--- src/logic/sor_pkg.sv ---
// Constants, register map and state codes of the starter setup block
package sor_pkg;

	// ************************************************
	// Bus geometry
	// ************************************************
	localparam int AW = 6;
	localparam int DW = 32;

	// ************************************************
	// Register byte offsets
	// ************************************************
	localparam logic [5:0] OFS_RATED = 6'h00;
	localparam logic [5:0] OFS_SF    = 6'h04;
	localparam logic [5:0] OFS_CST   = 6'h08;
	localparam logic [5:0] OFS_CRUN  = 6'h0C;
	localparam logic [5:0] OFS_POL   = 6'h10;
	localparam logic [5:0] OFS_PAIR  = 6'h14;
	localparam logic [5:0] OFS_IVOLT = 6'h18;
	localparam logic [5:0] OFS_ICUR  = 6'h1C;
	localparam logic [5:0] OFS_ATIME = 6'h20;
	localparam logic [5:0] OFS_CEIL  = 6'h24;
	localparam logic [5:0] OFS_STAT  = 6'h28;
	localparam logic [5:0] OFS_ISTS  = 6'h2C;
	localparam logic [5:0] OFS_IMASK = 6'h30;

	// ************************************************
	// Setting ranges and reset values
	// ************************************************
	localparam logic [6:0] RATED_MIN = 7'h32;
	localparam logic [6:0] RATED_MAX = 7'h64;
	localparam logic [6:0] RATED_DEF = 7'h00;
	localparam logic [7:0] SF_MIN    = 8'h64;
	localparam logic [7:0] SF_MAX    = 8'h82;
	localparam logic [7:0] SF_DEF    = 8'h64;
	localparam logic [15:0] PROD_LIMIT = 16'h2710;
	localparam logic [4:0] CST_MIN   = 5'h05;
	localparam logic [4:0] CST_MAX   = 5'h14;
	localparam logic [4:0] CRUN_MIN  = 5'h05;
	localparam logic [4:0] CRUN_MAX  = 5'h1E;
	localparam logic [4:0] CLASS_DEF = 5'h0A;
	localparam logic [1:0] POL_MANUAL = 2'h0;
	localparam logic [1:0] POL_AUTO   = 2'h1;
	localparam logic [1:0] POL_OFF    = 2'h2;
	localparam logic [2:0] PAIR_VV   = 3'h1;
	localparam logic [2:0] PAIR_CC   = 3'h2;
	localparam logic [2:0] PAIR_VC   = 3'h3;
	localparam logic [2:0] PAIR_CV   = 3'h4;
	localparam logic [6:0] IVOLT_MAX = 7'h64;
	localparam logic [6:0] IVOLT_DEF = 7'h3C;
	localparam logic [9:0] ICUR_MAX  = 10'h258;
	localparam logic [9:0] ICUR_DEF  = 10'h0C8;
	localparam logic [6:0] ATIME_MIN = 7'h01;
	localparam logic [6:0] ATIME_MAX = 7'h78;
	localparam logic [6:0] ATIME_DEF = 7'h0A;
	localparam logic [9:0] CEIL_MIN  = 10'h0C8;
	localparam logic [9:0] CEIL_MAX  = 10'h258;
	localparam logic [9:0] CEIL_DEF  = 10'h15E;

	// ************************************************
	// Status and interrupt bit positions
	// ************************************************
	localparam int ST_CFG   = 0;
	localparam int ST_TRIP  = 1;
	localparam int ST_R2    = 2;
	localparam int ST_CUR   = 3;
	localparam int ST_FSM   = 4;
	localparam int IRQ_W    = 3;
	localparam int IRQ_REJ  = 0;
	localparam int IRQ_TRIP = 1;
	localparam int IRQ_CLR  = 2;

	// ************************************************
	// Motor sequence states
	// ************************************************
	typedef enum logic [2:0] {
		SOR_BOOT  = 3'h0,
		SOR_STOP  = 3'h1,
		SOR_ACCEL = 3'h2,
		SOR_FULL  = 3'h3,
		SOR_TRIP  = 3'h4
	} sor_state_t;

endpackage

--- src/logic/sor_check.sv ---
// Range and rating check of a register write
module sor_check (
	// Write being checked
	input  wire logic [sor_pkg::AW-1:0] addr,
	input  wire logic [sor_pkg::DW-1:0] wdata,
	// Stored rating settings
	input  wire logic [6:0]             rated,
	input  wire logic [7:0]             sf,
	// Verdict
	output logic                        ok,
	output logic                        mapped
);
	import sor_pkg::*;

	logic [15:0] prod_r;
	logic [15:0] prod_s;

	// Rated current times margin factor, each side against the stored other
	assign prod_r = 16'(wdata[6:0]) * 16'(sf);
	assign prod_s = 16'(rated) * 16'(wdata[7:0]);

	// Accept only values inside each documented range
	always_comb begin
		ok = 1'b1;
		mapped = 1'b1;
		unique case (addr)
			OFS_RATED: ok = wdata >= 32'(RATED_MIN) && wdata <= 32'(RATED_MAX)
				&& prod_r <= PROD_LIMIT;
			OFS_SF: ok = wdata >= 32'(SF_MIN) && wdata <= 32'(SF_MAX)
				&& prod_s <= PROD_LIMIT;
			OFS_CST: ok = wdata >= 32'(CST_MIN) && wdata <= 32'(CST_MAX);
			OFS_CRUN: ok = wdata >= 32'(CRUN_MIN) && wdata <= 32'(CRUN_MAX);
			OFS_POL: ok = wdata <= 32'(POL_OFF);
			OFS_PAIR: ok = wdata >= 32'(PAIR_VV) && wdata <= 32'(PAIR_CV);
			OFS_IVOLT: ok = wdata <= 32'(IVOLT_MAX);
			OFS_ICUR: ok = wdata <= 32'(ICUR_MAX);
			OFS_ATIME: ok = wdata >= 32'(ATIME_MIN) && wdata <= 32'(ATIME_MAX);
			OFS_CEIL: ok = wdata >= 32'(CEIL_MIN) && wdata <= 32'(CEIL_MAX);
			OFS_STAT, OFS_ISTS, OFS_IMASK: ok = 1'b1;
			default: begin
				ok = 1'b0;
				mapped = 1'b0;
			end
		endcase
	end

endmodule

--- src/logic/sor_top.sv ---
// Soft starter setting store, overload recovery and ramp selection
module sor_top (
	// Clock and reset
	input  wire logic                   clk,
	input  wire logic                   nrst,
	// Avalon-MM slave
	input  wire logic [sor_pkg::AW-1:0] avs_address,
	input  wire logic                   avs_read,
	input  wire logic                   avs_write,
	input  wire logic [sor_pkg::DW-1:0] avs_writedata,
	output logic      [sor_pkg::DW-1:0] avs_readdata,
	output logic                        avs_waitrequest,
	output logic                        irq,
	// Operator and motor inputs
	input  wire logic                   start_cmd,
	input  wire logic                   stop_cmd,
	input  wire logic                   two_wire,
	input  wire logic                   reset_key,
	input  wire logic                   dual_ramp_closed,
	input  wire logic                   full_speed,
	input  wire logic                   thermal_trip,
	input  wire logic                   windings_cooled,
	// Retained state across control power loss
	input  wire logic                   retained_trip,
	input  wire logic [1:0]             retained_policy,
	input  wire logic                   thermal_capacity_ok,
	// Motor control outputs
	output logic                        motor_run,
	output logic                        trip_latched,
	output logic      [4:0]             active_trip_class,
	// Ramp selection and ramp one outputs
	output logic                        ramp_two_sel,
	output logic                        ramp_current_type,
	output logic      [6:0]             ramp_init_voltage,
	output logic      [16:0]            ramp_init_current,
	output logic      [6:0]             ramp_accel_time,
	output logic      [16:0]            ramp_current_ceiling
);
	import sor_pkg::*;

	// ************************************************
	// State
	// ************************************************
	typedef struct packed {
		sor_state_t  state;
		logic        wait_n;
		logic [31:0] rdata;
		logic [6:0]  rated;
		logic [7:0]  sf;
		logic [4:0]  cst;
		logic [4:0]  crun;
		logic [1:0]  pol;
		logic [2:0]  pair;
		logic [6:0]  ivolt;
		logic [9:0]  icur;
		logic [6:0]  atime;
		logic [9:0]  ceil;
		logic [IRQ_W-1:0] ists;
		logic [IRQ_W-1:0] imask;
		logic        irq;
		logic        wreq;
		logic        trip;
		logic        start_q;
		logic        run;
		logic [4:0]  cls;
		logic        r2;
		logic        rcur;
		logic [6:0]  o_volt;
		logic [16:0] o_icur;
		logic [6:0]  o_time;
		logic [16:0] o_ceil;
	} sor_regs_t;

	localparam sor_regs_t RST = '{
		state: SOR_BOOT, wait_n: 1'b0, rdata: '0,
		rated: RATED_DEF, sf: SF_DEF, cst: CLASS_DEF, crun: CLASS_DEF,
		pol: POL_MANUAL, pair: PAIR_VV, ivolt: IVOLT_DEF, icur: ICUR_DEF,
		atime: ATIME_DEF, ceil: CEIL_DEF, ists: '0, imask: '0,
		irq: 1'b0, wreq: 1'b1, trip: 1'b0, start_q: 1'b0, run: 1'b0, cls: '0, r2: 1'b0,
		rcur: 1'b0, o_volt: '0, o_icur: '0, o_time: '0, o_ceil: '0
	};

	sor_regs_t st;
	sor_regs_t next_st;

	logic wr_ok;
	logic wr_mapped;
	logic wr_do;
	logic go;
	logic stopping;
	logic trip_now;
	logic r1cur;
	logic r2cur;
	logic [IRQ_W-1:0] set_ev;
	logic [IRQ_W-1:0] clr_ev;
	logic [31:0] rd;

	// ************************************************
	// Write check
	// ************************************************
	sor_check sor_check_i (
		.addr   (avs_address),
		.wdata  (avs_writedata),
		.rated  (st.rated),
		.sf     (st.sf),
		.ok     (wr_ok),
		.mapped (wr_mapped)
	);

	// Write takes effect on the edge that ends the answer cycle
	assign wr_do = avs_write && st.wait_n;

	// Start request: level for two-wire, rising edge otherwise
	assign go = two_wire ? start_cmd : (start_cmd && !st.start_q);
	assign stopping = stop_cmd || (two_wire && !start_cmd);
	assign trip_now = thermal_trip && st.pol != POL_OFF;

	// Ramp types of each profile pair
	assign r1cur = st.pair == PAIR_CC || st.pair == PAIR_CV;
	assign r2cur = st.pair == PAIR_CC || st.pair == PAIR_VC;

	// ************************************************
	// Read multiplexer
	// ************************************************
	always_comb begin
		rd = '0;
		unique case (avs_address)
			OFS_RATED: rd = 32'(st.rated);
			OFS_SF:    rd = 32'(st.sf);
			OFS_CST:   rd = 32'(st.cst);
			OFS_CRUN:  rd = 32'(st.crun);
			OFS_POL:   rd = 32'(st.pol);
			OFS_PAIR:  rd = 32'(st.pair);
			OFS_IVOLT: rd = 32'(st.ivolt);
			OFS_ICUR:  rd = 32'(st.icur);
			OFS_ATIME: rd = 32'(st.atime);
			OFS_CEIL:  rd = 32'(st.ceil);
			OFS_STAT: begin
				rd[ST_CFG] = st.rated != RATED_DEF;
				rd[ST_TRIP] = st.state == SOR_TRIP;
				rd[ST_R2] = st.r2;
				rd[ST_CUR] = st.rcur;
				rd[ST_FSM +: 3] = st.state;
			end
			OFS_ISTS:  rd = 32'(st.ists);
			OFS_IMASK: rd = 32'(st.imask);
			default:   rd = '0;
		endcase
	end

	// ************************************************
	// Next state
	// ************************************************
	always_comb begin
		next_st = st;
		set_ev = '0;
		clr_ev = '0;
		next_st.start_q = start_cmd;

		// Bus handshake: one wait cycle, then answer
		next_st.wait_n = 1'b0;
		if ((avs_read || avs_write) && !st.wait_n) begin
			next_st.wait_n = 1'b1;
			next_st.rdata = avs_read ? rd : '0;
		end
		next_st.wreq = !next_st.wait_n;

		// Register writes; refused values keep the old one
		if (wr_do && wr_mapped) begin
			if (!wr_ok) begin
				set_ev[IRQ_REJ] = 1'b1;
			end else begin
				unique case (avs_address)
					OFS_RATED: next_st.rated = avs_writedata[6:0];
					OFS_SF:    next_st.sf = avs_writedata[7:0];
					OFS_CST:   next_st.cst = avs_writedata[4:0];
					OFS_CRUN:  next_st.crun = avs_writedata[4:0];
					OFS_POL:   next_st.pol = avs_writedata[1:0];
					OFS_PAIR:  next_st.pair = avs_writedata[2:0];
					OFS_IVOLT: next_st.ivolt = avs_writedata[6:0];
					OFS_ICUR:  next_st.icur = avs_writedata[9:0];
					OFS_ATIME: next_st.atime = avs_writedata[6:0];
					OFS_CEIL:  next_st.ceil = avs_writedata[9:0];
					OFS_ISTS:  clr_ev = avs_writedata[IRQ_W-1:0];
					OFS_IMASK: next_st.imask = avs_writedata[IRQ_W-1:0];
					default:   next_st.rdata = st.rdata;
				endcase
			end
		end

		// Motor sequence and overload recovery
		unique case (st.state)
			SOR_BOOT: begin
				// Power cycle keeps a trip unless auto and cooled
				if (retained_policy <= POL_OFF) begin
					next_st.pol = retained_policy;
				end
				if (retained_trip && !(retained_policy == POL_AUTO
						&& thermal_capacity_ok)) begin
					next_st.state = SOR_TRIP;
				end else begin
					next_st.state = SOR_STOP;
				end
			end
			SOR_STOP: begin
				if (go && st.rated != RATED_DEF) begin
					next_st.state = SOR_ACCEL;
				end
			end
			SOR_ACCEL: begin
				if (stopping) begin
					next_st.state = SOR_STOP;
				end else if (trip_now) begin
					next_st.state = SOR_TRIP;
					set_ev[IRQ_TRIP] = 1'b1;
				end else if (full_speed) begin
					next_st.state = SOR_FULL;
				end
			end
			SOR_FULL: begin
				if (stopping) begin
					next_st.state = SOR_STOP;
				end else if (trip_now) begin
					next_st.state = SOR_TRIP;
					set_ev[IRQ_TRIP] = 1'b1;
				end
			end
			SOR_TRIP: begin
				// Manual needs the key once cooled; auto needs only cooling
				if (windings_cooled && (st.pol == POL_AUTO || reset_key)) begin
					next_st.state = SOR_STOP;
					set_ev[IRQ_CLR] = 1'b1;
				end
			end
			default: next_st.state = SOR_TRIP;
		endcase

		// Sticky events, set wins over write-one-to-clear
		next_st.ists = (st.ists & ~clr_ev) | set_ev;
		next_st.irq = |(next_st.ists & next_st.imask);

		// Motor outputs follow the next sequence state
		next_st.run = next_st.state == SOR_ACCEL || next_st.state == SOR_FULL;
		next_st.trip = next_st.state == SOR_TRIP;
		unique case (next_st.state)
			SOR_ACCEL: next_st.cls = next_st.cst;
			SOR_FULL:  next_st.cls = next_st.crun;
			default:   next_st.cls = '0;
		endcase

		// Ramp selection and ramp one parameters
		next_st.r2 = dual_ramp_closed;
		next_st.rcur = dual_ramp_closed ? r2cur : r1cur;
		next_st.o_volt = '0;
		next_st.o_icur = '0;
		next_st.o_time = '0;
		next_st.o_ceil = '0;
		if (!dual_ramp_closed) begin
			if (r1cur) begin
				next_st.o_icur = 17'(st.icur) * 17'(st.rated);
			end else begin
				next_st.o_volt = st.ivolt;
			end
			next_st.o_time = st.atime;
			next_st.o_ceil = 17'(st.ceil) * 17'(st.rated);
		end
	end

	// ************************************************
	// State register
	// ************************************************
	always_ff @(posedge clk or negedge nrst) begin
		if (!nrst) begin
			st <= RST;
		end else begin
			st <= next_st;
		end
	end

	// Outputs straight from the state register
	assign avs_readdata = st.rdata;
	assign avs_waitrequest = st.wreq;
	assign irq = st.irq;
	assign motor_run = st.run;
	assign trip_latched = st.trip;
	assign active_trip_class = st.cls;
	assign ramp_two_sel = st.r2;
	assign ramp_current_type = st.rcur;
	assign ramp_init_voltage = st.o_volt;
	assign ramp_init_current = st.o_icur;
	assign ramp_accel_time = st.o_time;
	assign ramp_current_ceiling = st.o_ceil;

	logic [15:0] chk_prod;
	assign chk_prod = 16'(st.rated) * 16'(st.sf);
endmodule

--- config.mk ---
export PLATFORM = sky130hd
export DESIGN_NAME = sor_top
export DESIGN_NICKNAME = d
export VERILOG_FILES = /design/src/logic/sor_pkg.sv /design/src/logic/sor_check.sv /design/src/logic/sor_top.sv
export SDC_FILE = /design/constraint.sdc
export NUM_CORES = 1
export LEC_CHECK = 0
export ABC_AREA = 1
export BUFFER_PORTS_ARGS = -buffer_cell sky130_fd_sc_hd__buf_2
export CORE_MARGIN = 5
export CORE_UTILIZATION = 27
export CTS_CLUSTER_SIZE = 16
export DETAILED_ROUTE_END_ITERATION = 8
export GPL_TIMING_DRIVEN = 0
export SYNTH_ARGS = -nofsm -noshare
export SYNTH_HDL_FRONTEND = slang
export SYNTH_SLANG_ARGS = --single-unit
--- constraint.sdc ---
create_clock -name clk -period 5.7 [get_ports clk]
set_clock_uncertainty 0.2 [all_clocks]
set_input_delay 0.57 -clock clk [delete_from_list [all_inputs] [get_ports clk]]
set_output_delay 0.57 -clock clk [all_outputs]
set_load 0.01 [all_outputs]
==> results.json <==
{
  "fin_area_um2": 18200,
  "grt_use_total": 0.139,
  "hold_path_end": "st[56]",
  "tightest_slew_ns": 0.811,
  "die_area_um2": 63500,
  "avgSynthCellArea_um2": 7.43,
  "cpMaxStageDelayCell": "fa_1",
  "seqPwrFrac": 0.432,
  "pre_cts_slack_ns": -0.771,
  "grt-ovfl-total": 0,
  "tns_ns": 0,
  "rsz0062_at_grt": "false",
  "cp.depth": 31,
  "die_w_um": 252,
  "r2r_end": "st[122]",
  "critical_path_required_ns": 5.83,
  "clk_path_buf_depth": 2,
  "start_util": 0.273,
  "synth_edf_count": 0,
  "reg2reg_depth": 28,
  "grt_pass1_wl_um": 70600,
  "yosysTopAreaCellShare": 0.190,
  "ff2ff_setup_slack_ns": 0.33,
  "cp_num_buf_inv": 8,
  "core_area_um2": 57800,
  "min_path_cells": 1,
  "power_frac_clock": 0.447,
  "cp_common_cell": "nand2_1",
  "p_sw_uw": 731,
  "drive_above_1_share": 0.150,
  "cts_tree": "done",
  "setup-violations-final": 0,
  "p_comb_frac": 0.121,
  "placed_area_um2": 17500,
  "ys_warn_count": 0,
  "cp.arrival_ns": 5.50,
  "grt_pass1_vias": 13100,
  "final_util": 0.314,
  "clk_pin_slew_ns": 0.07,
  "antenna_found_initial": 6,
  "synth_commonest_cells": "nand2_1, inv_1, nor2_1",
  "dp_cells": 3037,
  "drv_cap": 0,
  "die_h_um": 252,
  "fin_crit_sh": 0.943,
  "fin_ws_ns": 0.326,
  "cts_max_level": 4,
  "ios": 145,
  "drtAntennaViolNets": 0,
  "critPathMaxStageDelay_ns": 0.54,
  "ys_seq_elements": 144,
  "synth_area_leader_cell": "dfrtp_1",
  "syn-cell-area_um2": 15800,
  "routedWlPerCell_um": 14.5,
  "vias": 13500,
  "routed_wl_um": 44500,
  "internal-power_uw": 1780,
  "timing.fmax_mhz": 186,
  "clk_latency_ns": 0.45,
  "timing.slew.headroom": 0.455,
  "netlist_instances": 2128,
  "place_hpwl_um": 35900,
  "holdCritPathClass": "input pin to flop",
  "slew_viol_final": 0,
  "hold_viol": 0,
  "area_delta_synth_final_pct": 15.0,
  "portBuffers": 122,
  "ys_types": 46,
  "instances_no_fill": 3064,
  "clockRootBuffer": "clkbuf_16",
  "cts_sinks": 144,
  "p_per_area_nw_per_um2": 138,
  "critPathLaunchType": "input pin",
  "n_fill_cell": 6208,
  "p_sw_frac": 0.291,
  "synthFlopType": "dfrtp_1",
  "viasPerCell": 4.42,
  "ys_seq_area_frac": 0.230,
  "min_period_ns": 5.37,
  "worstSetupStartpoint": "avs_writedata[1]",
  "grt_max_degree": 74,
  "yosysMostFrequentCell": "nand2_1",
  "initialDrtViolationCount": 1152,
  "end_kind": "flop",
  "reg2reg_from": "st[117]",
  "status": "finished clean",
  "path_delay_family": "adder cells",
  "ys_async_sr_fraction": 1.00,
  "yosys-top-cells-area": "dfrtp_1, fa_1, nand2_1",
  "hp-start": "start_cmd",
  "numCtsBuffers": 17,
  "critical_path_class": "input pin to flop",
  "drc": 0,
  "finalNetCount": 2609,
  "crit_fanout": 10,
  "p_leak_uw": 0.0105,
  "gp_congestion": 0.901,
  "rows": 88,
  "vdd_drop_max_mv": 0.261,
  "drt_first_pass_iters": 5
}
-- what timing repair did --
action                                  CTS  global route
setup buffers                             0             1
resized for setup                         9            65
hold buffers                              1             0
endpoints found under the hold margin    65             0
pin swaps                                 0             0
endpoints found under the setup margin   70            80
-- power by group through the flow --
stage	clock (uW)	sequential (uW)	combinational [uW]
after detailed placement	0	1100	299
after global placement	0	1100	297
after floorplan	0	1100	169
after CTS	1150	1080	300
after global routing	1190	1090	343
final	1120	1080	303
-- cell type report --
type                    count  area, um^2  area share
clock buffers              18         439      0.0242
diodes                      3        7.51    0.000413
clock inverters            14         144     0.00792
inverters                 423        1600      0.0878
well taps                 765         957      0.0527
multi-input cells        1410        9630       0.530
repair buffers            125         662      0.0364
flip-flops and latches    144        3640       0.200
plain buffers             162        1100      0.0603
-- worst max-delay path by stage --
stage,to,slack [ns]
4_1_cts,ramp_init_current[16],0.007
6_report,st[122],0.33
2_1_floorplan,st[122],0.31
3_5_place_dp,st[122],-0.77
5_1_grt,st[122],0.01
3_3_place_gp,st[122],-0.77
-- per-stage QoR --
stage / hold slack [ns] / power, uW
3_5_place_dp: 0.261 / 1400
5_1_grt: 0.0332 / 2620
6_report: 0.0526 / 2510
3_3_place_gp: 0.257 / 1400
4_1_cts: 0.0319 / 2530
2_1_floorplan: 0.0744 / 1270
-- placed cells by master (no fill, tap or decap), drive strengths merged --
cell,instances
xor2,8
a2111oi,2
a21oi,64
bufinv,1
nand4,30
clkinv,2
o21a,8
nand2,565
a22o,2
buf,251
fa,136
nor4,2
o22ai,6
xnor2,6
a211oi,2
ha,136
conb,22
nor2,153
and2,10
nand3,97
a221oi,9
o21bai,7
a21boi,1
dlygate4sd3,1
clkinvlp,4
diode,3
o211ai,2
nand3b,2
nor3,20
o21ai,101
o2111ai,7
dfstp,24
clkbuf,53
inv,430
o31ai,6
a22oi,5
a32o,1
dfrtp,120
-- cells by family after synthesis --
kind of cell	share of synthesized area
other	0.000237
adder cells (fa/ha/maj)	0.280
flip-flops	0.230
buffers and inverters	0.168
AO/OA/AOI/OAI	0.0822
AND/OR/NAND/NOR	0.233
XOR/XNOR	0.00776
-- registers in the layout (all words and copies together) (netlist names) --
name and count:
ramp_init_voltage 7, avs_readdata 10, ramp_two_sel 1, ramp_accel_time 7, ramp_init_current 17, active_trip_class 5
avs_waitrequest 1, trip_latched 1, ramp_current_ceiling 17, motor_run 1, st 75, ramp_current_type 1
irq 1
-- per-layer routing --
layer | vias to the layer above | global-route usage | routed length [um]
li1 | 6745 | - | -
met1 | 6366 | 0.189 | 20000
met2 | 373 | 0.219 | 20300
met3 | 55 | 0.0347 | 3150
met4 | 4 | 0.0430 | 955
met5 | - | 0 | 39
Power figures use the tool's default switching activity.
